**src/design/sdc_pkg.sv**
```systemverilog
package sdc_pkg;

  // register addresses on the serial configuration port
  localparam logic [6:0] ADDR_PD_DIV    = 7'h18;
  localparam logic [6:0] ADDR_BIAS_REL  = 7'h19;
  localparam logic [6:0] ADDR_PULSE_CNT = 7'h1a;
  localparam logic [6:0] ADDR_GDELAY    = 7'h1b;
  localparam logic [6:0] ADDR_MODE      = 7'h1c;
  localparam logic [6:0] ADDR_TOP_BIT   = 7'h70;

  // reset values
  localparam logic [7:0] RST_PD_DIV    = 8'h2f;
  localparam logic [7:0] RST_BIAS_REL  = 8'h81;
  localparam logic [7:0] RST_PULSE_CNT = 8'h02;
  localparam logic [7:0] RST_GDELAY    = 8'h00;
  localparam logic [1:0] RST_MODE      = 2'h0;
  localparam logic       RST_TOP_BIT   = 1'b0;

  // field positions
  localparam int PD_BIT      = 7;
  localparam int BIAS_BIT    = 7;
  localparam int TOP_BIT_POS = 7;
  localparam int DIV_TOP     = 6;
  localparam int DIV_MID_HI  = 4;
  localparam int DIV_MID_LO  = 2;
  localparam int DIV_LOW     = 0;

  // serial frame layout: rw bit, 7 address bits, 8 data bits
  localparam logic [4:0] FRAME_ADDR_END = 5'd8;
  localparam logic [4:0] FRAME_END      = 5'd16;

  localparam int NUM_LANES  = 8;
  localparam int RATIO_BITS = 13;

  typedef enum logic [1:0] {
    SDC_IDLE,
    SDC_ADDR,
    SDC_DATA
  } sdc_phase_type;

  typedef struct packed {
    logic [7:0] pd_div;
    logic [7:0] bias_rel;
    logic [7:0] pulse_cnt;
    logic [7:0] gdelay;
    logic [1:0] mode;
    logic       top_bit;
  } sdc_regs_type;

  typedef struct packed {
    logic sclk;
    logic cs_n;
    logic sdio;
  } sdc_pins_type;

  typedef struct packed {
    logic [NUM_LANES-1:0] level;
    logic [NUM_LANES-1:0] xbias;
  } sdc_lanes_type;

  typedef struct packed {
    sdc_pins_type          sync1;
    sdc_pins_type          sync2;
    logic                  sclk_prev;
    sdc_phase_type         phase;
    logic [4:0]            bitcnt;
    logic                  rd;
    logic [6:0]            addr;
    logic [7:0]            shin;
    logic [7:0]            shout;
    logic                  sdio_oe;
    sdc_regs_type          regs;
    logic [RATIO_BITS-1:0] cnt;
    logic                  tick;
    sdc_lanes_type         lanes;
  } sdc_state_type;

endpackage

```
**src/design/sdc_sysref_divider.sv**
```systemverilog
// Summary of operation
// - power-down bit disables all sysref blocks
// - divider is four cascaded stages, own fields
// - total ratio is product of stages
// - middle stages divide by 2,4,8,16
// - low stage codes 01,10,11 give 3,4,5
// - divider field resets to 1280 setting
// - example setting gives divide by 384
// - bias select 0 gives static logic idle
// - bias select 1 gives cross-point idle
`timescale 1ns/100ps
module sdc_sysref_divider
  import sdc_pkg::*;
(
  input  wire logic                          ref_clk,
  input  wire logic                          resetn,
  input  wire logic                          spi_sclk,
  input  wire logic                          spi_cs_n,
  input  wire logic                          spi_sdio_in,
  output logic                               spi_sdio_out,
  output logic                               spi_sdio_oe,
  input  wire logic [sdc_pkg::NUM_LANES-1:0] output_idle_select_n,
  output logic [sdc_pkg::NUM_LANES-1:0]      sysref_output_lane,
  output logic [sdc_pkg::NUM_LANES-1:0]      sysref_lane_xbias,
  output logic                               sysref_tick,
  output logic [7:0]                         sysref_pulse_count,
  output logic [7:0]                         sysref_global_delay,
  output logic                               sysref_mode_bit_one,
  output logic                               sysref_mode_bit_zero,
  output logic                               top_bit_control
);
  import sdc_pkg::*;

  // stage decode; total is the product of four stages
  function automatic logic [RATIO_BITS-1:0] sdc_ratio(
    input logic [6:0] d
  );
    logic [4:0] low;
    logic [4:0] top_low;
    logic [3:0] sh;
    low = {3'h0, d[DIV_LOW +: 2]} + 5'h02;
    top_low = d[DIV_TOP] ? {low[2:0], 2'h0} : {low[3:0], 1'b0};
    sh = {2'h0, d[DIV_MID_HI +: 2]} + {2'h0, d[DIV_MID_LO +: 2]}
         + 4'h2;
    sdc_ratio = {8'h00, top_low} << sh;
  endfunction

  function automatic logic [7:0] sdc_read(
    input sdc_regs_type r,
    input logic [6:0]   a
  );
    case (a)
      ADDR_PD_DIV:    sdc_read = r.pd_div;
      ADDR_BIAS_REL:  sdc_read = r.bias_rel;
      ADDR_PULSE_CNT: sdc_read = r.pulse_cnt;
      ADDR_GDELAY:    sdc_read = r.gdelay;
      ADDR_MODE:      sdc_read = {6'h00, r.mode};
      ADDR_TOP_BIT:   sdc_read = {r.top_bit, 7'h00};
      default:        sdc_read = 8'h00;
    endcase
  endfunction

  sdc_state_type state;
  sdc_state_type next_state;

  logic                  pd;
  logic [RATIO_BITS-1:0] ratio;
  logic                  rise;
  logic                  fall;
  logic                  active;

  assign pd     = state.regs.pd_div[PD_BIT];
  assign ratio  = sdc_ratio(state.regs.pd_div[6:0]);
  assign rise   = state.sync2.sclk & ~state.sclk_prev;
  assign fall   = ~state.sync2.sclk & state.sclk_prev;
  assign active = ~state.sync2.cs_n;

  always_comb begin
    next_state = state;
    next_state.sync1 = '{sclk: spi_sclk, cs_n: spi_cs_n, sdio: spi_sdio_in};
    next_state.sync2 = state.sync1;
    next_state.sclk_prev = state.sync2.sclk;

    // serial configuration port
    if (!active) begin
      next_state.phase   = SDC_IDLE;
      next_state.bitcnt  = 5'h00;
      next_state.sdio_oe = 1'b0;
    end else begin
      case (state.phase)
        SDC_IDLE: begin
          next_state.phase  = SDC_ADDR;
          next_state.bitcnt = 5'h00;
        end
        SDC_ADDR: begin
          if (rise) begin
            next_state.shin   = {state.shin[6:0], state.sync2.sdio};
            next_state.bitcnt = state.bitcnt + 5'h01;
            if (state.bitcnt + 5'h01 == FRAME_ADDR_END) begin
              next_state.phase   = SDC_DATA;
              next_state.rd      = state.shin[6];
              next_state.addr    = {state.shin[5:0], state.sync2.sdio};
              next_state.shout   = sdc_read(state.regs,
                                    {state.shin[5:0], state.sync2.sdio});
              next_state.sdio_oe = state.shin[6];
            end
          end
        end
        SDC_DATA: begin
          if (fall && state.bitcnt > FRAME_ADDR_END) begin
            next_state.shout = {state.shout[6:0], 1'b0};
          end
          if (rise) begin
            next_state.shin   = {state.shin[6:0], state.sync2.sdio};
            next_state.bitcnt = state.bitcnt + 5'h01;
            if (state.bitcnt + 5'h01 == FRAME_END) begin
              next_state.phase = SDC_IDLE;
              if (!state.rd) begin
                case (state.addr)
                  ADDR_PD_DIV:
                    next_state.regs.pd_div = {state.shin[6:0],
                                              state.sync2.sdio};
                  ADDR_BIAS_REL:
                    next_state.regs.bias_rel = {state.shin[6:0],
                                                state.sync2.sdio};
                  ADDR_PULSE_CNT:
                    next_state.regs.pulse_cnt = {state.shin[6:0],
                                                 state.sync2.sdio};
                  ADDR_GDELAY:
                    next_state.regs.gdelay = {state.shin[6:0],
                                              state.sync2.sdio};
                  ADDR_MODE:
                    next_state.regs.mode = {state.shin[0],
                                            state.sync2.sdio};
                  ADDR_TOP_BIT:
                    next_state.regs.top_bit = state.shin[6];
                  default: ;
                endcase
              end
            end
          end
        end
        default: next_state.phase = SDC_IDLE;
      endcase
    end

    // sysref frequency divider
    if (pd) begin
      next_state.cnt  = '0;
      next_state.tick = 1'b0;
    end else if (state.cnt == '0) begin
      next_state.cnt  = ratio - 13'h0001;
      next_state.tick = 1'b1;
    end else begin
      next_state.cnt  = state.cnt - 13'h0001;
      next_state.tick = 1'b0;
    end

    // output lanes
    for (int i = 0; i < NUM_LANES; i++) begin
      if (pd) begin
        next_state.lanes.level[i] = 1'b0;
        next_state.lanes.xbias[i] = 1'b0;
      end else if (output_idle_select_n[i] || !next_state.tick) begin
        next_state.lanes.level[i] = 1'b0;
        next_state.lanes.xbias[i] = state.regs.bias_rel[BIAS_BIT];
      end else begin
        next_state.lanes.level[i] = 1'b1;
        next_state.lanes.xbias[i] = 1'b0;
      end
    end
  end

  always_ff @(posedge ref_clk) begin
    if (!resetn) begin
      state                  <= '0;
      state.sync1            <= '{sclk: 1'b0, cs_n: 1'b1, sdio: 1'b0};
      state.sync2            <= '{sclk: 1'b0, cs_n: 1'b1, sdio: 1'b0};
      state.phase            <= SDC_IDLE;
      state.regs.pd_div      <= RST_PD_DIV;
      state.regs.bias_rel    <= RST_BIAS_REL;
      state.regs.pulse_cnt   <= RST_PULSE_CNT;
      state.regs.gdelay      <= RST_GDELAY;
      state.regs.mode        <= RST_MODE;
      state.regs.top_bit     <= RST_TOP_BIT;
    end else begin
      state <= next_state;
    end
  end

  assign spi_sdio_out         = state.shout[7];
  assign spi_sdio_oe          = state.sdio_oe;
  assign sysref_output_lane   = state.lanes.level;
  assign sysref_lane_xbias    = state.lanes.xbias;
  assign sysref_tick          = state.tick;
  assign sysref_pulse_count   = state.regs.pulse_cnt;
  assign sysref_global_delay  = state.regs.gdelay;
  assign sysref_mode_bit_one  = state.regs.mode[1];
  assign sysref_mode_bit_zero = state.regs.mode[0];
  assign top_bit_control      = state.regs.top_bit;

endmodule // sdc_sysref_divider

```
**config.mk**
```make
export PLATFORM = sky130hd
export DESIGN_NAME = sdc_sysref_divider
export DESIGN_NICKNAME = d
export VERILOG_FILES = /design/src/design/sdc_pkg.sv /design/src/design/sdc_sysref_divider.sv
export SDC_FILE = /design/constraint.sdc
export NUM_CORES = 1
export LEC_CHECK = 0
export ABC_AREA = 1
export CORE_ASPECT_RATIO = 1.4
export CORE_MARGIN = 4
export CORE_UTILIZATION = 55
export CTS_CLUSTER_SIZE = 28
export DETAILED_ROUTE_END_ITERATION = 7
export DONT_BUFFER_PORTS = 1
export GPL_ROUTABILITY_DRIVEN = 0
export PLACE_DENSITY = 0.73
export SLEW_MARGIN = 20
export SYNTH_ARGS = -nofsm -noshare
export SYNTH_HDL_FRONTEND = slang
export SYNTH_SLANG_ARGS = --single-unit
```
**constraint.sdc**
```tcl
create_clock -name ref_clk -period 2.65 [get_ports ref_clk]
set_clock_uncertainty 0.2 [all_clocks]
set_input_delay 0.1325 -clock ref_clk [delete_from_list [all_inputs] [get_ports ref_clk]]
set_output_delay 0.1325 -clock ref_clk [all_outputs]
set_load 0.03 [all_outputs]
```
==> results of run 1 <==
[layout make-up]
class	instances	area share, %
Multi-Input combinational cell	453	43.38
Sequential cell	103	36.89
Inverter	114	7.651
Timing Repair Buffer	27	4.653
Clock buffer	10	4.094
Tap cell	107	2.394
Clock inverter	6	0.9396
[repair_timing]
item / CTS / global route
hold buffers: 16 / 0
hold endpoints to repair: 71 / 0
resized for setup: 0 / 18
endpoints found under the setup margin: 0 / 9
[critical path: cells and delay by family (launching register included)]
family / cells / cell delay, ns
AOI/OAI and AO/OA: 1 / 0.09
xor gates and xnor gates: 1 / 0.18
adders and majority gates: 1 / 0.23
buffers and inverters: 3 / 0.87
DFF: 1 / 0.42
and+or+nand+nor: 3 / 0.42
[state kept, by name (all words and copies together), names as in the netlist]
register              count
sysref_global_delay       8
spi_sdio_oe               1
pd                        1
next_state                4
sysref_tick               1
state                    60
spi_sdio_out              1
sysref_lane_xbias         8
top_bit_control           1
sysref_mode_bit_one       1
sysref_pulse_count        8
sysref_output_lane        8
sysref_mode_bit_zero      1
[layer usage]
| metal | track usage, % | wire length (um) | vias to the layer above |
|---|---|---|---|
| met4 | 9.770 | 389 | 0 |
| met2 | 39.55 | 5995 | 135 |
| li1 | - | - | 2273 |
| met5 | 0 | 0 | - |
| met3 | 4.139 | 580 | 25 |
| met1 | 25.36 | 4908 | 2005 |
[through the flow]
stage	hold slack, ns	util [%]	setup WS [ns]
5_1_grt	0.2194	61.25	0.01200
3_5_place_dp	0.006919	55.59	0.07103
2_1_floorplan	0.004883	-	0.1477
6_report	0.2162	61.25	0.1332
3_3_place_gp	0.005452	55.59	0.1331
4_1_cts	0.2112	60.54	0.01382
[power by group]
part / internal [uW] / switching [uW]
Clock: 654 / 601
Sequential: 1630 / 95.5
Combinational: 214 / 377
[how the worst max path moves through the flow]
stage | depth (start not counted) | end | slack [ns] | startpoint
3_5_place_dp | 16 | state[29]$_SDFF_PP0_ | 0.07 | state[62]$_SDFFE_PN1P_
2_1_floorplan | 16 | state[29]$_SDFF_PP0_ | 0.15 | state[60]$_SDFFE_PN1P_
4_1_cts | 16 | state[29]$_SDFF_PP0_ | 0.01 | state[62]$_SDFFE_PN1P_
3_3_place_gp | 16 | state[29]$_SDFF_PP0_ | 0.13 | state[60]$_SDFFE_PN1P_
6_report | 9 | state[57]$_SDFFE_PN1P_ | 0.13 | state[90]$_SDFFE_PP0P_
5_1_grt | 9 | state[57]$_SDFFE_PN1P_ | 0.01 | state[95]$_SDFFE_PP0P_
[cell families (layout without fill, tap and decap cells)]
logic type / Yosys count / in the layout / share of synthesized area [%]
buffers and inverters: 164 / 157 / 14.67
flip-flops: 103 / 103 / 39.70
XOR/XNOR: 3 / 3 / 0.5060
AND/OR/NAND/NOR: 280 / 280 / 25.13
adder cells (fa/ha/maj): 13 / 13 / 3.132
AO/OA/AOI/OAI: 157 / 157 / 16.86
[placed cells by master (no fill, tap or decap), types with 9 or more instances in the layout]
master         count
clkbuf_16          9
inv_1            107
dlygate4sd3_1     15
o22ai_1           13
nor2_1            91
nand3_1           32
a211oi_1          14
a21oi_1           62
o21ai_0           53
buf_4              9
ha_1              10
nand2_1          105
dfxtp_1          102
==> reports/metrics.cfg, run 1 <==
[yosys]
syn-num-nets=746
synth_area_leaders=dfxtp_1 40%, inv_1 7.9%, nand2_1 7.6%
synth_top_area_share_pct=39.70
postSynthCellCount=720
synth_top_flop_cell=dfxtp_1
yosysMostFrequentCell=inv_1
yosysTopAreaCell=dfxtp_1
yosysUniqueCellTypes=40
synthArstFlopShare_pct=0
synth_area_mm2=0.005194
ys_seq_area_share_pct=39.70
synth_edf_count=0
netlist_top_cells_count=110 x inv_1, 105 x nand2_1, 103 x dfxtp_1
synth_seq_cells=103
syn_avg_cell_area_um2=7.214
synth-warning-count=0

[clock_network]
clkTransAtPathRegs_ns=0.07
htreeDepth=3
clock_latency_ns=0.34
clk_path_buf_depth=2
cts-root-buf=clkbuf_16
tritoncts=done
cts_buffers=9
post_cts.repair.setup_buffers=0
cts_sinks=103

[critical_path]
worstRegToRegCells=9
setup.worst_path.class=flip-flop to flip-flop
crit_path_cell_trace=ha_1 > nand3_1 > xor2_1 > inv_1 > nand3_4 > nor4_4 > buf_6 > o211ai_1 > dlygate4sd3_1
r2r-end=state[57]$_SDFFE_PN1P_
crit_fanout=15
cp-start-kind=flip-flop
cpPeakStageDelay_ns=0.56
rr_startpoint=state[90]$_SDFFE_PP0P_
crit_required_ns=2.69
crit_arrival_ns=2.55
crit_path_top_delay_cell=dlygate4sd3_1
setup.worst_path.end_class=flip-flop
reg2reg_setup_slack_ns=0.13

[sta]
hold_viol=0
setup_tns_ns=0
period_share_pct=94.97
setup_viol_count_final=0
rsz0062_at_grt=false
tightest_slew_ns=0.4842
maxSlewHeadroom_pct=67.45
min_period_ns=2.517
drv_slew=0
clock.fmax_mhz=397.3

[place]
dp.cells=788
dpl.hpwl_um=8708
io_buffers=0
placed_cell_area_mm2=0.005076

[die]
die_x_um=90.13
fp.coreArea_mm2=0.009131
rows=41
io-pin-count=51
fp.dieH_um=123.0
initial_core_util_pct=56.88
die-area_mm2=0.01108

[run]
maxCapViolations=0

[power]
p_leak_uw=0.002343
total_power_uw=3573
irDropWorstVdd_v=0.0003585
powerDensity_mw_per_mm2=638.9

[cells_and_area]
final_cell_area_mm2=0.005593
num_antenna_cells=0
area.sequential_mm2=0.002063
nNetsFinal=734
n_fill_cell=813
drive_gt1_share_pct=10.80
stdcell_count=820
area_delta_synth_final_pct=7.685
multi_input_area_mm2=0.002426

[routing]
postRouteWirelength_um=11870
drc_errors=0
drt_iter0_markers=222
ant_nets=0
vias=4438
wl_per_cell_um=14.48
drtPass1Iterations=4
routed_via_density=5.412

[global_route]
grt_max_degree=53
grt_pass1_vias=4126
track_usage_pct=21.92
grt_pass1_wl_um=19530
overflow=0
antenna_found_initial=0

[worst_hold_path]
hold_class=input port to flip-flop
hold_start=output_idle_select_n[7]
holdPathEnd=sysref_output_lane[7]$_SDFF_PP0_
holdPathStages=2

[status]
outcome=completed

Note: power is estimated with default switching activity, not from simulation.
==> inputs of run 2 (changes only) <==
Settings changed: CORE_ASPECT_RATIO 1.4 to 0.6, MAX_ROUTING_LAYER from default to met4.
==> run 2 against run 1 <==
Compared with the run above:
- critical path depth up 5
- non-clock buffer count down 1
- clock power up 6%
- largest cell class unchanged
- largest power group unchanged
==> reports/metrics.cfg, run 2 (synthesis gave the netlist of run 1 again) <==
[status]
outcome=completed  ; unchanged

[cells_and_area]
regMostFlops=state  ; unchanged
n_fill_cell=807  ; was 813
drive_gt1_share_pct=10.96  ; was 10.80%
num_antenna_cells=0  ; unchanged
nNetsFinal=733  ; was 734
fin_util_pct=61.23  ; was 61.25%
largest_reg_flops=60  ; unchanged
final_common_cell=inv_1  ; unchanged
mostFrequentLayoutCells=107 x inv_1, 104 x nand2_1, 102 x dfxtp_1  ; was 107 x inv_1, 105 x nand2_1, 102 x dfxtp_1
final_cell_area_mm2=0.005627  ; was 0.005593 mm^2
area_delta_synth_final_pct=8.335  ; was 7.685%

[routing]
routed_via_density=5.461  ; was 5.412
wl_per_cell_um=15.41  ; was 14.48 um
drt_iter0_markers=431  ; was 222
postRouteWirelength_um=12970  ; was 11870 um
drc_errors=0  ; unchanged
ant_nets=0  ; unchanged
vias=4598  ; was 4438
drtPass1Iterations=5  ; was 4

[critical_path]
cpPeakStageDelay_ns=0.33  ; was 0.56 ns
crit_fanout=4  ; was 15
setup.worst_path.class=flip-flop to flip-flop  ; unchanged
cp_common_cell=inv_2
crit_required_ns=2.69  ; about the same
path_delay_family=adder cells  ; was buffers and inverters
path_buf_inv=4  ; was 3
cp-start-kind=flip-flop  ; unchanged
crit_path_top_delay_cell=dfxtp_1  ; was dlygate4sd3_1
crit_path_cell_trace=inv_2 > ha_4 > nor2_1 > ha_1 > inv_2 > nand3_2 > inv_1 > a21oi_1 > ha_2 > nand3_2 > nor2_4 > inv_2 > o21ai_0 > a21oi_1  ; was ha_1 > nand3_1 > xor2_1 > inv_1 > nand3_4 > nor4_4 > buf_6 > o211ai_1 > dlygate4sd3_1
setup.worst_path.end_class=flip-flop  ; unchanged
crit_arrival_ns=2.59  ; was 2.55 ns

[place]
place_ws_ns=-0.06580  ; was 0.07103 ns
placed_cell_area_mm2=0.005090  ; was 0.005076 mm^2
dpl.hpwl_um=9283  ; was 8708 um
io_buffers=0  ; unchanged

[run]
maxCapViolations=0  ; unchanged

[clock_network]
clk_path_buf_depth=2  ; unchanged
clkTransAtPathRegs_ns=0.08  ; was 0.07 ns
cts_buffers=9  ; unchanged
tritoncts=done  ; unchanged
cts_sinks=103  ; unchanged
htreeDepth=3  ; unchanged
clock_latency_ns=0.36  ; was 0.34 ns
cts-root-buf=clkbuf_16  ; unchanged

[global_route]
grt_max_degree=53  ; unchanged
antenna_found_initial=0  ; unchanged
track_usage_pct=23.87  ; was 21.92%
grt_pass1_wl_um=20940  ; was 19530 um
grt_pass1_vias=4194  ; was 4126
overflow=0  ; unchanged

[worst_hold_path]
hold_class=input port to flip-flop  ; unchanged

[power]
p_leak_uw=0.002351  ; was 0.002343 uW
irDropWorstVdd_v=0.0003572  ; was 0.0003585 V
intPower_uw=2526  ; was 2499 uW
clockPowerShare_pct=36.3  ; was 35.1%
p_sw_share_pct=31.79  ; was 30.05%
powerDensity_mw_per_mm2=658.2  ; was 638.9 mW/mm^2
p_sw_uw=1177  ; was 1074 uW
seqPwrFrac_pct=46.7  ; was 48.3%
combPwrFrac_pct=17.0  ; was 16.6%

[sta]
period_share_pct=96.11  ; was 94.97%
tightest_slew_ns=0.5737  ; was 0.4842 ns
hold_viol=0  ; unchanged
drv_slew=0  ; unchanged
setup_viol_count_final=0  ; unchanged
final.setup.worst_slack_ns=0.1031  ; was 0.1332 ns
min_period_ns=2.547  ; was 2.517 ns
holdWs_ns=0.2094  ; was 0.2162 ns
clock.fmax_mhz=392.6  ; was 397.3 MHz
setup_tns_ns=0  ; unchanged
maxSlewHeadroom_pct=61.44  ; was 67.45%

[die]
fp.dieH_um=83.27  ; was 123.0 um
initial_core_util_pct=56.52  ; was 56.88%
die_x_um=133.5  ; was 90.13 um
fp.coreArea_mm2=0.009189  ; was 0.009131 mm^2
die-area_mm2=0.01111  ; was 0.01108 mm^2
io-pin-count=51  ; unchanged
rows=27  ; was 41

run 2: changes by cell type in the layout (fill, tap and decap cells not counted), sizes merged:
cell      before  now
inv          117  120
buf           12   11
clkbuf        10    9
clkinv         2    1
clkinvlp       1    0
run 2: layout make-up:
type	instances	area (um^2)	area share, %
Tap cell	130	162.7	2.891
Clock buffer	9	225.2	4.003
Clock inverter	7	76.32	1.356
Inverter	114	427.9	7.605
Sequential cell	103	2063	36.67
Timing Repair Buffer	26	249.0	4.425
Multi-Input combinational cell	453	2422	43.05
run 2: power groups by stage:
stage / Clock, uW / Sequential [uW] / Combinational, uW
2_1_floorplan: 0 / 1700 / 543
3_3_place_gp: 0 / 1760 / 541
3_5_place_dp: 0 / 1760 / 552
4_1_cts: 1360 / 1730 / 586
5_1_grt: 1430 / 1740 / 726
6_report: 1340 / 1730 / 631
run 2: final timing paths:
kind,cells past startpoint,to,startpoint,slack [ns]
min,2,sysref_output_lane[1]$_SDFF_PP0_,output_idle_select_n[1],0.21
max reg2reg,14,state[25]$_SDFF_PP0_,state[60]$_SDFFE_PN1P_,0.10
min reg2reg,1,state[99]$_SDFF_PN1_,next_state[99]$_SDFF_PN1_,0.22
max,14,state[25]$_SDFF_PP0_,state[60]$_SDFFE_PN1P_,0.10
run 2: stage by stage:
| step | power [uW] | instances |
|---|---|---|
| 3_5_place_dp | 2316 | 809 |
| 4_1_cts | 3676 | 842 |
| 5_1_grt | 3891 | 842 |
| 2_1_floorplan | 2239 | 720 |
| 3_3_place_gp | 2306 | 809 |
| 6_report | 3704 | 842 |
run 2: per-layer routing:
metal / wire length, um / up-vias / part of all wire [%] / track usage, %
li1: - / 2268 / - / -
met1: 6160 / 2118 / 47 / 34.24
met2: 5441 / 190 / 42 / 33.61
met3: 1208 / 22 / 9.3 / 6.174
met4: 163 / 0 / 1.3 / 5.509
met5: 0 / - / 0 / -
run 2: timing repair:
action,CTS,global route
endpoints found under the hold margin,84,0
gates resized for setup,1,17
pin swaps,2,6
endpoints found under the setup margin,3,8
setup buffers,1,0
hold buffers,16,0
